--- src/design/cbt_pkg.sv ---
// Contract
// - Wake filter enable routes bus line through wake-up filter, else bypassed.
// - Phase two field gives segment two of code plus one quanta.
// - Phase one field gives segment one of code plus one quanta.
// - Free select uses programmed phase two, else max of phase one and IPT.
// - Majority vote select takes three samples at sample point, else one. Code: samples at the last three quantum ticks, ending at the sample point.
// - Phase two not longer than phase one; hardware derives it when not free. Code: free phase two is not clamped, derived is max of phase one and IPT.
// - Timing register writable only in configuration mode, code 100.
// - Unimplemented bits read zero and ignore writes.
package cbt_pkg;
	localparam logic [3:0]  CBT_ADDR_TIMING = 4'h0;
	localparam logic [3:0]  CBT_ADDR_MODE   = 4'h4;
	localparam logic [3:0]  CBT_ADDR_STATUS = 4'h8;
	localparam logic [31:0] CBT_TIMING_MASK = 32'h0047FFFF;
	localparam logic [31:0] CBT_TIMING_RST  = 32'h00000000;
	localparam logic [2:0]  CBT_MODE_CONFIG = 3'h4;
	localparam logic [2:0]  CBT_MODE_RST    = 3'h4;
	localparam int          CBT_WAKE_BIT    = 22;
	localparam int          CBT_P2_LSB      = 16;
	localparam int          CBT_FREE_BIT    = 15;
	localparam int          CBT_VOTE_BIT    = 14;
	localparam int          CBT_P1_LSB      = 11;
	localparam int          CBT_PROP_LSB    = 8;
	localparam int          CBT_JUMP_LSB    = 6;
	localparam logic [3:0]  CBT_IPT_TQ      = 4'h2;
	localparam int          CBT_CLK_MHZ     = 40;
	localparam int          CBT_WAKE_NS     = 700;
	localparam logic [5:0]  CBT_WAKE_CYC    = 6'((CBT_WAKE_NS * CBT_CLK_MHZ + 999) / 1000);
	typedef enum logic [1:0] {
		CBT_SYNC  = 2'b00,
		CBT_PROP  = 2'b01,
		CBT_PH1   = 2'b11,
		CBT_PH2   = 2'b10
	} cbt_seg_e;
endpackage

--- src/design/cbt_seg_if.sv ---
`timescale 1ns/1ps
`default_nettype none
// Quantum divider and segment lengths in quanta handed to the bit timer
interface cbt_seg_if;
	logic [5:0] divider;
	logic [3:0] prop_tq;
	logic [3:0] ph1_tq;
	logic [3:0] ph2_tq;
	modport src (output divider, prop_tq, ph1_tq, ph2_tq);
	modport dst (input divider, prop_tq, ph1_tq, ph2_tq);
endinterface
`default_nettype wire

--- src/design/cbt_bit_timer.sv ---
`timescale 1ns/1ps
`default_nettype none
module cbt_bit_timer
	import cbt_pkg::*;
(
	// Clock and reset
	input  wire logic         clock_in,
	input  wire logic         rst_in,
	// Segment lengths
	cbt_seg_if.dst            seg,
	// Timing outputs
	output logic              tq_tick_out,
	output logic              sample_point_out,
	output cbt_pkg::cbt_seg_e segment_out
);
	import cbt_pkg::*;

	logic [5:0] pre_cnt;
	logic [3:0] tq_cnt;

	// Quantum is divider+1 module clocks wide, one tick per quantum
	always_ff @(posedge clock_in or posedge rst_in) begin
		if (rst_in) begin
			pre_cnt     <= 6'h00;
			tq_tick_out <= 1'b0;
		end else if (pre_cnt >= seg.divider) begin
			pre_cnt     <= 6'h00;
			tq_tick_out <= 1'b1;
		end else begin
			pre_cnt     <= pre_cnt + 6'h01;
			tq_tick_out <= 1'b0;
		end
	end

	// Segment walk: sync, propagation, phase one, phase two
	always_ff @(posedge clock_in or posedge rst_in) begin
		if (rst_in) begin
			segment_out      <= CBT_SYNC;
			tq_cnt           <= 4'h0;
			sample_point_out <= 1'b0;
		end else begin
			sample_point_out <= 1'b0;
			if (tq_tick_out) begin
				case (segment_out)
					CBT_SYNC: begin
						segment_out <= CBT_PROP;
						tq_cnt      <= 4'h1;
					end
					CBT_PROP: begin
						if (tq_cnt >= seg.prop_tq) begin
							segment_out <= CBT_PH1;
							tq_cnt      <= 4'h1;
						end else begin
							tq_cnt <= tq_cnt + 4'h1;
						end
					end
					CBT_PH1: begin
						if (tq_cnt >= seg.ph1_tq) begin
							segment_out      <= CBT_PH2;
							sample_point_out <= 1'b1; // End of phase one is the sample point
							tq_cnt           <= 4'h1;
						end else begin
							tq_cnt <= tq_cnt + 4'h1;
						end
					end
					CBT_PH2: begin
						if (tq_cnt >= seg.ph2_tq) begin
							segment_out <= CBT_SYNC;
							tq_cnt      <= 4'h0;
						end else begin
							tq_cnt <= tq_cnt + 4'h1;
						end
					end
					default: begin
						segment_out <= CBT_SYNC;
						tq_cnt      <= 4'h0;
					end
				endcase
			end
		end
	end
endmodule
`default_nettype wire

--- src/design/cbt_top.sv ---
`timescale 1ns/1ps
`default_nettype none
module cbt_top
	import cbt_pkg::*;
(
	// Clock and reset
	input  wire logic        clock_in,
	input  wire logic        rst_in,
	// Avalon-MM slave
	input  wire logic [3:0]  avs_address_in,
	input  wire logic        avs_read_in,
	input  wire logic        avs_write_in,
	input  wire logic [31:0] avs_writedata_in,
	input  wire logic [3:0]  avs_byteenable_in,
	output logic [31:0]      avs_readdata_out,
	output logic             avs_waitrequest_out,
	// CAN bus line
	input  wire logic        can_rx_in,
	// Timing and receive outputs
	output logic             tq_tick_out,
	output logic             sample_point_out,
	output logic             rx_bit_out,
	output logic             rx_bit_valid_out,
	output logic             wake_out
);
	import cbt_pkg::*;

	// Register state and bus handshake
	logic [31:0] timing;
	logic [2:0]  operating_mode_field;
	logic        ack;
	// Bus line path and wake-up filter
	logic [2:0]  rx_sync;
	logic        rx_level;
	logic [2:0]  vote;
	logic [5:0]  wake_cnt;
	// Segment lengths and bit timer outputs
	logic [3:0]  ph1_len;
	logic [3:0]  ph2_len;
	logic        tick;
	logic        spt;
	cbt_seg_e    segment;
	cbt_seg_if   seg ();

	// A field code n stands for n+1 quanta, so no code gives an empty segment
	function automatic logic [3:0] tq_len(input logic [2:0] code);
		return {1'b0, code} + 4'h1;
	endfunction

	// Byte lanes that the master leaves disabled keep their old value; the
	// mask is applied afterwards so unused bits can never be set this way
	function automatic logic [31:0] merge(input logic [31:0] old, input logic [31:0] wd,
		input logic [3:0] be);
		logic [31:0] r;
		r = old;
		for (int i = 0; i < 4; i++)
			if (be[i])
				r[i*8 +: 8] = wd[i*8 +: 8];
		return r;
	endfunction

	// Two out of three; one disturbed quantum cannot flip the received bit
	function automatic logic majority(input logic [2:0] s);
		return (s[0] & s[1]) | (s[0] & s[2]) | (s[1] & s[2]);
	endfunction

	// Waitrequest comes from a flop: high while idle and in the first cycle
	// of an access, low in the second. Every access costs two cycles, which
	// buys a registered read path and a glitch-free handshake.
	always_ff @(posedge clock_in or posedge rst_in) begin
		if (rst_in) begin
			avs_waitrequest_out <= 1'b1;
		end else begin
			avs_waitrequest_out <= ~((avs_read_in | avs_write_in) & avs_waitrequest_out);
		end
	end

	// The access completes at the edge that ends this cycle
	assign ack = (avs_read_in | avs_write_in) & ~avs_waitrequest_out;

	// Timing register, writable only in configuration mode. A write in any
	// other mode still completes on the bus but leaves the register alone.
	always_ff @(posedge clock_in or posedge rst_in) begin
		if (rst_in) begin
			timing <= CBT_TIMING_RST;
		end else if (avs_write_in && ack && avs_address_in == CBT_ADDR_TIMING
			&& operating_mode_field == CBT_MODE_CONFIG) begin
			timing <= merge(timing, avs_writedata_in, avs_byteenable_in)
				& CBT_TIMING_MASK;
		end
	end

	// Operating mode field of the control register; it sits in the low lane
	always_ff @(posedge clock_in or posedge rst_in) begin
		if (rst_in) begin
			operating_mode_field <= CBT_MODE_RST;
		end else if (avs_write_in && ack && avs_address_in == CBT_ADDR_MODE
			&& avs_byteenable_in[0]) begin
			operating_mode_field <= avs_writedata_in[2:0];
		end
	end

	// Read mux; unmapped addresses read zero. Loaded in the wait cycle so the
	// word already stands at the accepting edge.
	always_ff @(posedge clock_in or posedge rst_in) begin
		if (rst_in) begin
			avs_readdata_out <= 32'h00000000;
		end else if (avs_read_in && !ack) begin
			case (avs_address_in)
				CBT_ADDR_TIMING: avs_readdata_out <= timing & CBT_TIMING_MASK;
				CBT_ADDR_MODE:   avs_readdata_out <= {29'h0, operating_mode_field};
				CBT_ADDR_STATUS: avs_readdata_out <= {22'h0, ph2_len, ph1_len, segment};
				default:         avs_readdata_out <= 32'h00000000;
			endcase
		end
	end

	// Segment lengths; phase two derived when not freely programmable. The
	// derived value follows phase one at once, so no stale copy can linger.
	always_comb begin
		ph1_len = tq_len(timing[CBT_P1_LSB +: 3]);
		if (timing[CBT_FREE_BIT])
			ph2_len = tq_len(timing[CBT_P2_LSB +: 3]);
		else
			ph2_len = (ph1_len > CBT_IPT_TQ) ? ph1_len : CBT_IPT_TQ;
	end
	// Divider in module clocks and lengths in quanta handed to the bit timer
	assign seg.divider = timing[5:0];
	assign seg.prop_tq = tq_len(timing[CBT_PROP_LSB +: 3]);
	assign seg.ph1_tq  = ph1_len;
	assign seg.ph2_tq  = ph2_len;

	// Bit timer works from the live lengths; a change in mid-bit takes effect
	// at the next quantum tick, even in the running segment, which is harmless in configuration mode
	cbt_bit_timer u_timer (
		.clock_in         (clock_in),
		.rst_in           (rst_in),
		.seg              (seg),
		.tq_tick_out      (tick),
		.sample_point_out (spt),
		.segment_out      (segment)
	);

	// Bus line synchroniser; a change counts once stages two and three agree.
	// Four cycles of latency buy immunity to metastability, and a one-cycle
	// spike on the line never reaches the sampling logic.
	always_ff @(posedge clock_in or posedge rst_in) begin
		if (rst_in) begin
			rx_sync  <= 3'b111;
			rx_level <= 1'b1;
		end else begin
			rx_sync <= {rx_sync[1:0], can_rx_in};
			if (rx_sync[1] == rx_sync[2])
				rx_level <= rx_sync[2];
		end
	end

	// Sample history: last three quanta for majority voting. The samples are
	// one quantum apart, so they span the end of phase one, not one instant.
	always_ff @(posedge clock_in or posedge rst_in) begin
		if (rst_in) begin
			vote <= 3'b111;
		end else if (tick) begin
			vote <= {vote[1:0], rx_level};
		end
	end

	// Received bit at the sample point; valid pulses for one cycle per bit
	// and the bit itself holds until the next sample point
	always_ff @(posedge clock_in or posedge rst_in) begin
		if (rst_in) begin
			rx_bit_out       <= 1'b1;
			rx_bit_valid_out <= 1'b0;
		end else begin
			rx_bit_valid_out <= spt;
			if (spt) begin
				if (timing[CBT_VOTE_BIT]) begin
					rx_bit_out <= majority(vote);
				end else begin
					rx_bit_out <= vote[0];
				end
			end
		end
	end

	// Wake-up: filter needs a dominant pulse of the minimum width
	always_ff @(posedge clock_in or posedge rst_in) begin
		if (rst_in) begin
			wake_cnt <= 6'h00;
			wake_out <= 1'b0;
		end else begin
			// The count stops at the filter length so a long dominant level cannot wrap it
			if (rx_level) begin
				wake_cnt <= 6'h00;
			end else if (wake_cnt != CBT_WAKE_CYC) begin
				wake_cnt <= wake_cnt + 6'h01;
			end
			// With the filter off any dominant level wakes at once
			if (timing[CBT_WAKE_BIT]) begin
				wake_out <= !rx_level && wake_cnt == CBT_WAKE_CYC;
			end else begin
				wake_out <= !rx_level;
			end
		end
	end

	// Registered copies for the top outputs; one cycle behind the timer,
	// which keeps every top output straight from a flop
	always_ff @(posedge clock_in or posedge rst_in) begin
		if (rst_in) begin
			tq_tick_out      <= 1'b0;
			sample_point_out <= 1'b0;
		end else begin
			tq_tick_out      <= tick;
			sample_point_out <= spt;
		end
	end
endmodule
`default_nettype wire

--- config.mk ---
export PLATFORM = sky130hd
export DESIGN_NAME = cbt_top
export DESIGN_NICKNAME = d
export VERILOG_FILES = /design/src/design/cbt_pkg.sv /design/src/design/cbt_seg_if.sv /design/src/design/cbt_bit_timer.sv /design/src/design/cbt_top.sv
export SDC_FILE = /design/constraint.sdc
export NUM_CORES = 1
export LEC_CHECK = 0
export BUFFER_PORTS_ARGS = -buffer_cell sky130_fd_sc_hd__buf_2
export CORE_ASPECT_RATIO = 1.1
export CORE_MARGIN = 5
export CORE_UTILIZATION = 59
export DETAILED_ROUTE_END_ITERATION = 10
export PLACE_DENSITY = 0.9
export SLEW_MARGIN = 15
export SYNTH_ARGS = -nofsm -noshare
export SYNTH_HDL_FRONTEND = slang
export SYNTH_HIERARCHICAL = 1
export SYNTH_SLANG_ARGS = --single-unit
--- constraint.sdc ---
create_clock -name clock_in -period 4.91 [get_ports clock_in]
set_clock_uncertainty 0.2 [all_clocks]
set_input_delay 0 -clock clock_in [delete_from_list [all_inputs] [get_ports clock_in]]
set_output_delay 0 -clock clock_in [all_outputs]
set_load 0.1 [all_outputs]
After elaboration in Yosys (flattened, before gate mapping)
Index checks and enable logic that the tools add are counted.
- register bits: 87
- latch bits: 0
- bits in writable memories: 0
- bits in read-only memories: 0
- input port bits: 45
- output and inout port bits: 38
- logic and storage cells: 88
- memories kept: 0
- add/subtract/negate cells: 6
- $mul: 0
- divide/modulo/power cells: 0
- magnitude comparators: 5
- equal/unequal tests: 12
- shift operators: 0
- mux-type cells: 20
- bitwise gates (word level): 10
- reductions and logical operators: 16
- operator list (cell ; count):
    23-bit one-hot mux with 3 select lines ; 1
    4-bit 2-to-1 mux ; 5
    6-bit 2-to-1 mux ; 3
    4-bit one-hot mux with 4 select lines ; 1
    3-bit by 1-bit adder with 4-bit output (second input constant) ; 3
    6-bit by 1-bit adder with 6-bit output (second input constant) ; 2
    4-bit greater-or-equal comparator ; 3
    2-bit one-hot mux with 4 select lines ; 1
    1-bit logical AND ; 7
    6-bit by 5-bit equality test with 1-bit output (second input constant) ; 1
    6-bit greater-or-equal comparator ; 1
    1-bit 2-to-1 mux ; 6
    2-bit 2-to-1 mux ; 3
    2-bit by 1-bit != test with 1-bit output (second input constant) ; 3
    6-bit by 5-bit != test with 1-bit output (second input constant) ; 1
    2-bit AND reduction ; 3
    1-bit bitwise AND ; 5
    4-bit by 1-bit adder with 4-bit output (second input constant) ; 1
    2-bit equality test (second input constant) ; 2
    4-bit by 3-bit equality test with 1-bit output (second input constant) ; 1
    4-bit equality test (second input constant) ; 1
    4-bit by 2-bit > comparator with 1-bit output (second input constant) ; 1
    4-bit logical NOT ; 1
    4-bit AND reduction ; 1
    other kinds (8) ; 12

Depth between registers and ports, before layout
Gate-level depths: netlist (run 1).
- depth after elaboration: 7
- depth in mapped cells: 10
- mapped depth without buffers: 10

By module
The synthesis (run 1) kept the hierarchy.
- by module, submodules not included (module ; times used ; cells an instance ; area each (um2) ; seq. area each (um2)):
    cbt_top ; 1 ; 222 ; 2801.4 ; 1539.0
    cbt_bit_timer ; 1 ; 117 ; 1076.0 ; 350.3

Least setup slack after synthesis (run 1)
OpenSTA, ideal clock, no wires.
- kind: register to register
- start: register timing[11]
- end: register u_timer.tq_cnt[0]
- setup time: 0.094 ns
- arrival time: 2.037 ns
- data required time: 4.616 ns
- setup slack: 2.579 ns
- cell stages (with the launch flop): 11
- buffers on the path: 0
- period minus slack after synthesis: 2.331 ns
- cell sequence: dfrtp_1 > ha_1 > and3b_1 > a211o_1 > a21boi_0 > inv_1 > ha_1 > o21ai_0 > o211ai_1 > and2_4 > a221oi_2
- cells in the longest elaborated chain, start to end: 7
- elaborated cells on any way between the ends: 9
- those cells by class: add/sub (1); order compare (3); mux (5)
- RTL lines (element ; RTL line ; text):
    from (decl) ; cbt_top.sv:29 ; logic [31:0] timing;
    from (signal assigned) ; cbt_top.sv:88 ; timing <= merge(timing, avs_writedata_in, avs_byteenable_in)
    3-bit by 1-bit adder with 4-bit output * ; cbt_top.sv:47 ; return {1'b0, code} + 4'h1;
    4-bit by 2-bit > comparator with 1-bit output ; cbt_top.sv:125 ; ph2_len = (ph1_len > CBT_IPT_TQ) ? ph1_len : CBT_IPT_TQ;
    4-bit 2-to-1 mux * ; cbt_top.sv:125 ;
    4-bit 2-to-1 mux * ; cbt_top.sv:122 ; if (timing[CBT_FREE_BIT])
    via ph2_len[2] ; cbt_top.sv:39 ; logic [3:0] ph2_len;
    4-bit greater-or-equal comparator * ; cbt_bit_timer.sv:67 ; if (tq_cnt >= seg.ph2_tq) begin
    4-bit 2-to-1 mux * ; cbt_bit_timer.sv:67 ;
    4-bit one-hot mux with 4 select lines * ; cbt_bit_timer.sv:44 ; case (segment_out)
    to (signal assigned) ; cbt_bit_timer.sv:54 ; tq_cnt <= tq_cnt + 4'h1;
    to (signal assigned) ; cbt_bit_timer.sv:63 ; tq_cnt <= tq_cnt + 4'h1;
    to (signal assigned) ; cbt_bit_timer.sv:71 ; tq_cnt <= tq_cnt + 4'h1;
    to (decl) ; cbt_bit_timer.sv:19 ; logic [3:0] tq_cnt;
Mark *: on every way through the listed nets, which the timed path passes. The rest lies on a longest branch.
A chain may end at the register's enable or synchronous reset.

Worst setup path after layout (run 1)
- start: register operating_mode_field[2]
- end: register timing[10]
- cells in the longest elaborated chain, start to end: 3
- RTL lines (element ; RTL line ; text):
    from (decl) ; cbt_top.sv:30 ; logic [2:0] operating_mode_field;
    from (signal assigned) ; cbt_top.sv:99 ; operating_mode_field <= avs_writedata_in[2:0];
    3-bit equality test ; cbt_top.sv:87 ; && operating_mode_field == CBT_MODE_CONFIG) begin
    1-bit logical AND ; cbt_top.sv:87 ;
    2-bit AND reduction (no line) ; n/a ;
No other way between the ends.

==> results of run 1 <==
## Yosys cell counts (all sizes together) (3+ instances only)
cell,number,share of area [%]
o211ai,3,0.71
ha,25,8.1
nor2,18,1.7
mux2,28,8.8
inv,27,2.6
a21oi,10,1.4
nor4,4,0.65
clkbuf,8,0.77
a22o,11,2.5
buf,14,2.6
a211oi,3,0.71
xnor2,4,0.90
o21ai,19,2.5
nand3,11,2.2
dfstp,10,6.8
xor2,6,1.4
mux2i,8,2.1
dfrtp,65,42
nand2b,7,1.1
a31oi,5,0.81
nand2,20,1.9
## layout make-up
class / count / area, um2
fillers: 420 / 1610
flip-flops and latches: 75 / 1890
inverters: 27 / 101
clock buffers: 9 / 124
repair buffers: 107 / 783
well taps: 82 / 103
clock inverters: 7 / 68.8
multi-input cells: 226 / 1800
## per-layer routing
metal,wire (um),part of all wire (%),track usage [%],up-vias
met5,0,0,0,-
met4,206,2.1,8.82,0
met3,581,6.0,5.88,27
met2,5280,54,47.7,119
met1,3690,38,29.7,1499
li1,-,-,-,1388
## power groups by stage
stage               sequential [W]  clock (W)  combinational (W)
finish                    0.000765   0.000476           0.000541
global route              0.000774   0.000508           0.000585
CTS                       0.000760   0.000478           0.000528
detailed placement        0.000770          0           0.000500
global placement          0.000766          0           0.000479
floorplan                 0.000833          0           0.000344
## logic make-up after synthesis
group                    Yosys count  synth area share, %
AND/OR/NAND/NOR                   76                 11.5
flip-flops                        75                 48.7
AO/OA/AOI/OAI                     66                 12.2
buffers and inverters             49                 6.03
multiplexers                      36                 10.9
adder cells (fa/ha/maj)           26                 8.33
XOR/XNOR                          10                 2.26
other                              1               0.0967
## worst max-delay path, cell delays in order, from the launching register on
cell and delay (ps):
dfstp_2 550, or4b_4 480, nor3b_4 370, nand3_4 220, mux2_4 350, dlygate4sd3_1 590
## sequential cells by signal (all words and copies together), names as in the netlist, 2 cells and up
signal	flops
operating_mode_field	3
u_timer/pre_cnt	6
u_timer/tq_cnt	4
u_timer/segment_out	2
avs_readdata_out	20
wake_cnt	6
rx_sync	3
timing	20
vote	3
## per-stage QoR
| step | instance area [um2] | util [%] | hold WS [ps] | total power (W) | cells |
|---|---|---|---|---|---|
| 2_1_floorplan | 3920 | - | -311 | 0.00118 | 350 |
| 3_3_place_gp | 4180 | 64.6 | -138 | 0.00124 | 468 |
| 6_report | 4860 | 75.1 | 33.1 | 0.00178 | 533 |
| 4_1_cts | 4860 | 75.1 | 28.7 | 0.00177 | 533 |
| 3_5_place_dp | 4180 | 64.6 | -122 | 0.00127 | 468 |
| 5_1_grt | 4860 | 75.1 | 84.0 | 0.00187 | 533 |
## worst paths after layout
| check | startpoint | end | slack, ps | depth (start not counted) |
|---|---|---|---|---|
| min in group clock_in | avs_address_in[2] | avs_readdata_out[1] | 30 | 5 |
| hold / removal | rst_in | u_timer/pre_cnt[5] | 30 | 3 |
| setup / recovery | operating_mode_field[2] | timing[10] | 2030 | 5 |
| setup reg to reg | operating_mode_field[2] | timing[10] | 2030 | 5 |
| hold reg to reg | rx_sync[0] | rx_sync[1] | 170 | 0 |
| max in group asynchronous | rst_in | timing[14] | 3800 | 4 |
## timing repair
item	CTS	global route
setup buffers	0	0
hold endpoints to repair	98	0
hold buffers	49	0
==> results.md, run 1 <==
- The run finished with clean final reports.
- Data arrives at the worst endpoint at 2920 ps.
- The number of synthesized flops with an enable pin is 0.
- The power per cell area is 366 mW/mm2.
- The DRC violation count after routing is 0.
- The critical path data required time is 4950 ps.
- For this design the static power due to leakage is 2.45 nW.
- The average instance area after synthesis is 11.4 um2.
- The clock network accounts for 26.7% of the total power.
- The clock reaches the later pin of the worst-skew pair after 370 ps.
- In the synthesized netlist the async set-or-reset flop fraction comes to 100%.
- The total congestion overflow is 0.
- The routed layout has 3,033 vias.
- The share of power burned in registers is 42.9%.
- CTS built an H-tree with a depth of 3.
- The routed wirelength normalized by instance count is 18.3 um.
- The maximum clock frequency is 347 MHz.
- The HPWL after detailed placement is 5980 um.
- In this run, the combinational gates consume 30.4% of the power.
- The worst vdd rail ir drop is 0.513 mV.
- The number of flip-flops and latches in the synthesized netlist is 75.
- Global routing used 26.1% of the available tracks across all layers.
- The y dimension of the die is 95.0 um.
- Port buffering added 57 buffers.
- Setup repair after global routing left no endpoint under its margin.
- The clock period minus worst slack is 2880 ps.
- Dividing the final minimum period by the clock period gives 58.7%.
- The routed design has 9760 um of wire.
- The setup TNS after final layout is 0 ps.
- By startpoint and endpoint, the worst setup path is classified as reg2reg.
- The number of diodes is 0.
- The tree is rooted in a clkbuf_8.
- In this run the deepest clock path goes through 2 buffers.
- In this run the core area contains 31 standard-cell rows.
- Once the clock tree was built, the resizer swapped 0 gates to a different size.
- The share of synthesized area occupied by flip-flops and latches is 48.7%.
- The final setup violation count is 0.
- Synthesis instantiated 61 different standard cells from the library.
- Max-cap violations in this run came to 0.
- In the synthesized netlist the dominant register cell turns out to be dfrtp_1.
- The worst pin sits at a relative slew slack of 43.2%.
- Cell internal power was estimated by the tool at 0.00111 W.
- The first global-routing pass estimated 16,400 um of wire.
- The analysis attributes to net switching a power of 0.000672 W.
- The worst path setup slack after routing is 2030 ps.
- Yosys printed 6 warnings.
- The final layout contains 516 nets.
- The transition time at the pin with the least slew margin is 848 ps.
- The I/O pin count is 83.
- The final number of hold-violating endpoints came to 0.
- The detailed router finished its first iteration with 281 violations.
- The pin count of the biggest net entering global routing is 62.
- The via-per-instance ratio is 5.69.
- In this run the remaining antenna-violating nets after routing total 0.
- The post-route netlist has 28.6% of its cells at a drive strength greater than 1.
- The instance count of the mapped netlist is 339.
- The number of global-route vias before repair was 3,342.
- Net switching is 37.7% of the power.
- The cell area after technology mapping is 0.00388 mm2.
- The area of the core region is 0.00648 mm2.
- STA classifies the critical path endpoint as a flip-flop.
- The area growth from synthesis to layout is 25.5%.
- The worst hold path class is in2async.
- Along the worst path, the maximum fanout reaches 8.
- The number of pins exceeding their max-slew limit in the final report came to 0.
- Timing analysis after detailed placement gives a worst setup slack of 2350 ps.
- The die covers 0.00830 mm2.
- The most common library cell in the layout ignoring fill and taps is dfrtp_1.
- TritonCTS built the clock tree.
- The clock slew at the register clock pins of the worst setup and hold paths is 80 ps.
- The element type at the critical path start is a flip-flop.
- The die is 87.3 um wide.
- The number of antenna violations at the first check in global routing is 0.
- In this run, CTS created clock tree buffers numbering 9.
- The clock net in this run drives a total of 75 sinks.
- The final weighted congestion in routability-driven placement is 0.825.
- The first detailed-routing pass ran for 4 iterations.
- Once the floorplan was initialized, standard cells occupied 59.9% of the core.
- Leaving out fill and tap cells, the most frequent cells in the layout are 65 x dfrtp_1, 57 x buf_2, 49 x dlygate4sd3_1, 26 x inv_1, 25 x ha_1.
Note: power is estimated with default switching activity, not from simulation.
==> run 2, diff against run 1 <==
--- a/config.mk
+++ b/config.mk
@@ -8,9 +8,9 @@
 export BUFFER_PORTS_ARGS = -buffer_cell sky130_fd_sc_hd__buf_2
 export CORE_ASPECT_RATIO = 1.1
 export CORE_MARGIN = 5
-export CORE_UTILIZATION = 59
+export CORE_UTILIZATION = 55
 export DETAILED_ROUTE_END_ITERATION = 10
-export PLACE_DENSITY = 0.9
+export PLACE_DENSITY = 0.85
 export SLEW_MARGIN = 15
 export SYNTH_ARGS = -nofsm -noshare
 export SYNTH_HDL_FRONTEND = slang
==> constraint.sdc (replaced) <==
create_clock -name clock_in -period 2.8 [get_ports clock_in]
set_clock_uncertainty 0.2 [all_clocks]
set_input_delay 0 -clock clock_in [delete_from_list [all_inputs] [get_ports clock_in]]
set_output_delay 0 -clock clock_in [all_outputs]
set_load 0.1 [all_outputs]
==> results.md, run 2 (same netlist as run 1, synthesis figures left out) <==
- The global-route wire length before repair is 14,900 um.
- The flow ran to the end, and the final reports show no timing, DRC or antenna violations.
- The routed via count is 2,952.
- At the pin with the least slew margin, the transition time is 747 ps.
- The endpoint identified for the worst register-to-register timing path is timing[14].
- Entering global routing, the biggest net connects 62 pins.
- The worst path in the final design needs a cycle of 2750 ps, including I/O delays and setup.
- Summed over all nets, the half-perimeter wirelength after detailed placement is 5820 um.
- The setup slack of the most critical reg-to-reg path is 50 ps.
- The final setup violation count is 0.
- The design area is 0.00484 mm2.
- Hold timing on the final database bottoms out at a slack of 15.7 ps.
- The setup TNS after final layout is 0 ps.
- The total congestion overflow is 0.
- For the worst setup path, the data required time is 2840 ps.
- The final core area utilization is 69.8%.
- The first detailed-routing pass ran for 4 iterations.
- STA classifies the critical path endpoint as a flip-flop.
- Dividing the final minimum period by the clock period gives 98.1%.
- The synthesis-to-layout area growth is 24.7%.
- The I/O pin count is 83.
- The static leakage is 2.43 nW.
- The x dimension of the die is 90.1 um.
- TritonCTS created 9 clock buffers.
- The count of buffers added on input and output ports is 57.
- The final number of hold-violating endpoints is 0.
- The TritonCTS clock tree is yes.
- Across the run, the number of max-cap violations was 0.
- The H-tree was split into 3 levels.
- The count of routing violations after the opening detailed-route iteration is 177.
- In this run the deepest clock path goes through 2 buffers.
- The floorplan die area is 0.00883 mm2.
- The effective utilization at floorplan is 56.0%.
- From bottom edge to top edge, the die measures 98.1 um.
- Dividing the detail-routed wire length by the instance count gives 16.6 um.
- The worst register-to-register path begins at operating_mode_field[2].
- Dividing the detail-routed via count by the number of cells gives 5.53.
- The number of global-route vias before repair is 3,068.
- The most common library cell in the layout ignoring fill and taps is dfrtp_1.
- The headroom to the max-slew limit is 50.2%.
- The final weighted congestion in routability-driven placement is 0.808.
- The global-route usage over all layers is 21.0%.
- The placed instances occupy a cell area of 0.00420 mm2.
- The origin of the worst min-delay path is avs_address_in[2].
- In this run the clock root is driven by a clkbuf_8.
- The area of the core region is 0.00693 mm2.
- The startpoint-to-endpoint class of the critical path is reg2reg.
- The number of sinks on the clock net is 75.
- The biggest fanout along the worst timing path is 8.
- The depth of the worst register-to-register path is 6.
- The path class of the tightest hold or removal check is in2reg.
- The arrival time of data at the critical path endpoint is 2780 ps.
- The floorplan has 32 rows.
- The clock insertion delay at the later pin of the skew report is 360 ps.
- The number of antenna violations at the first check in global routing was 0.
- The number of nets with antenna violations after routing is 0.
- Power spread over the standard cell area amounts to 633 mW/mm2.
- The net count reported at finish is 514.
- The post-route netlist has 29.4% of its cells at a drive strength greater than 1.
- Based on the critical path, the design can be clocked at up to 364 MHz.
- The number of gates resized after CTS was 0.
- The number of diodes is 0.
- The overall routed net length is 8880 um.
- In the routed design, unresolved DRC markers number 0.
- In the final layout, the registers with the most flip-flops are avs_readdata_out: 20 flops, timing: 20 flops.
- The number of pins exceeding their max-slew limit in the final report is 0.
- The worst vdd rail ir drop is 0.608 mV.
- The final standard cell count with taps included and fillers excluded is 534.
- For hold timing, the worst endpoint is avs_readdata_out[1].
- Leaving out fill and tap cells, the most frequent cells in the layout are 65 x dfrtp_1, 57 x buf_2, 44 x dlygate4sd3_1, 26 x inv_1, 25 x ha_1.
- STA classifies the critical path startpoint as a flip-flop.
- The worst hold path depth is 4.
- The clock slew at the register clock pins of the worst setup and hold paths is 80 ps.
- The number of instances in the placed design is 473.
[run 2: changes by cell type in the layout (fill, tap and decap cells not counted)]
cell,before,now
inv_6,0,5
dlygate4sd3_1,49,44
clkinvlp_4,2,0
buf_4,1,4
inv_8,0,1
clkinv_2,3,0
bufinv_16,1,0
[run 2: routing by layer]
metal  wire length (um)  global-route usage (%)
met1               3640                    26.3
met2               4540                    34.3
met3                408                    3.70
met4                297                    11.8
met5                  0                       0
[run 2: layout make-up]
class	instances	area, um2
fillers	460	2090
well taps	85	106
multi-input cells	226	1800
clock buffers	9	124
inverters	27	101
repair buffers	105	756
clock inverters	7	63.8
flip-flops and latches	75	1890
[run 2: what timing repair did]
item,4_1_cts,5_1_grt
endpoints found under the setup margin,0,13
hold endpoints to repair,99,0
hold buffers,44,0
setup buffers,0,1
[run 2: report_power, final]
part	switching, W	internal [W]	total (W)	leakage, nW
Sequential	0.000136	0.00120	0.00133	0.985
Clock	0.000458	0.000345	0.000802	0.0975
Combinational	0.000587	0.000340	0.000927	1.35
[run 2: metrics by stage]
step	total power [W]	worst slack [ps]
CTS	0.00307	17.5
global route	0.00322	-18.0
floorplan	0.00206	469
global placement	0.00219	334
detailed placement	0.00222	266
finish	0.00306	53.3
[run 2: worst max-delay path: stages, from the launching register on]
cell and delay, ps:
dfstp_2 550, or4b_4 470, nor3b_4 170, buf_4 170, nand3_4 170, mux2_2 330, dlygate4sd3_1 560
[run 2: how the worst max path moves through the flow]
| stage | startpoint | to | slack [ps] |
|---|---|---|---|
| floorplan | timing[11] | u_timer/tq_cnt[0] | 470 |
| global placement | timing[11] | u_timer/tq_cnt[0] | 330 |
| detailed placement | timing[11] | u_timer/tq_cnt[3] | 270 |
| CTS | operating_mode_field[2] | timing[11] | 20 |
| global route | operating_mode_field[2] | timing[14] | -20 |
| finish | operating_mode_field[2] | timing[14] | 50 |
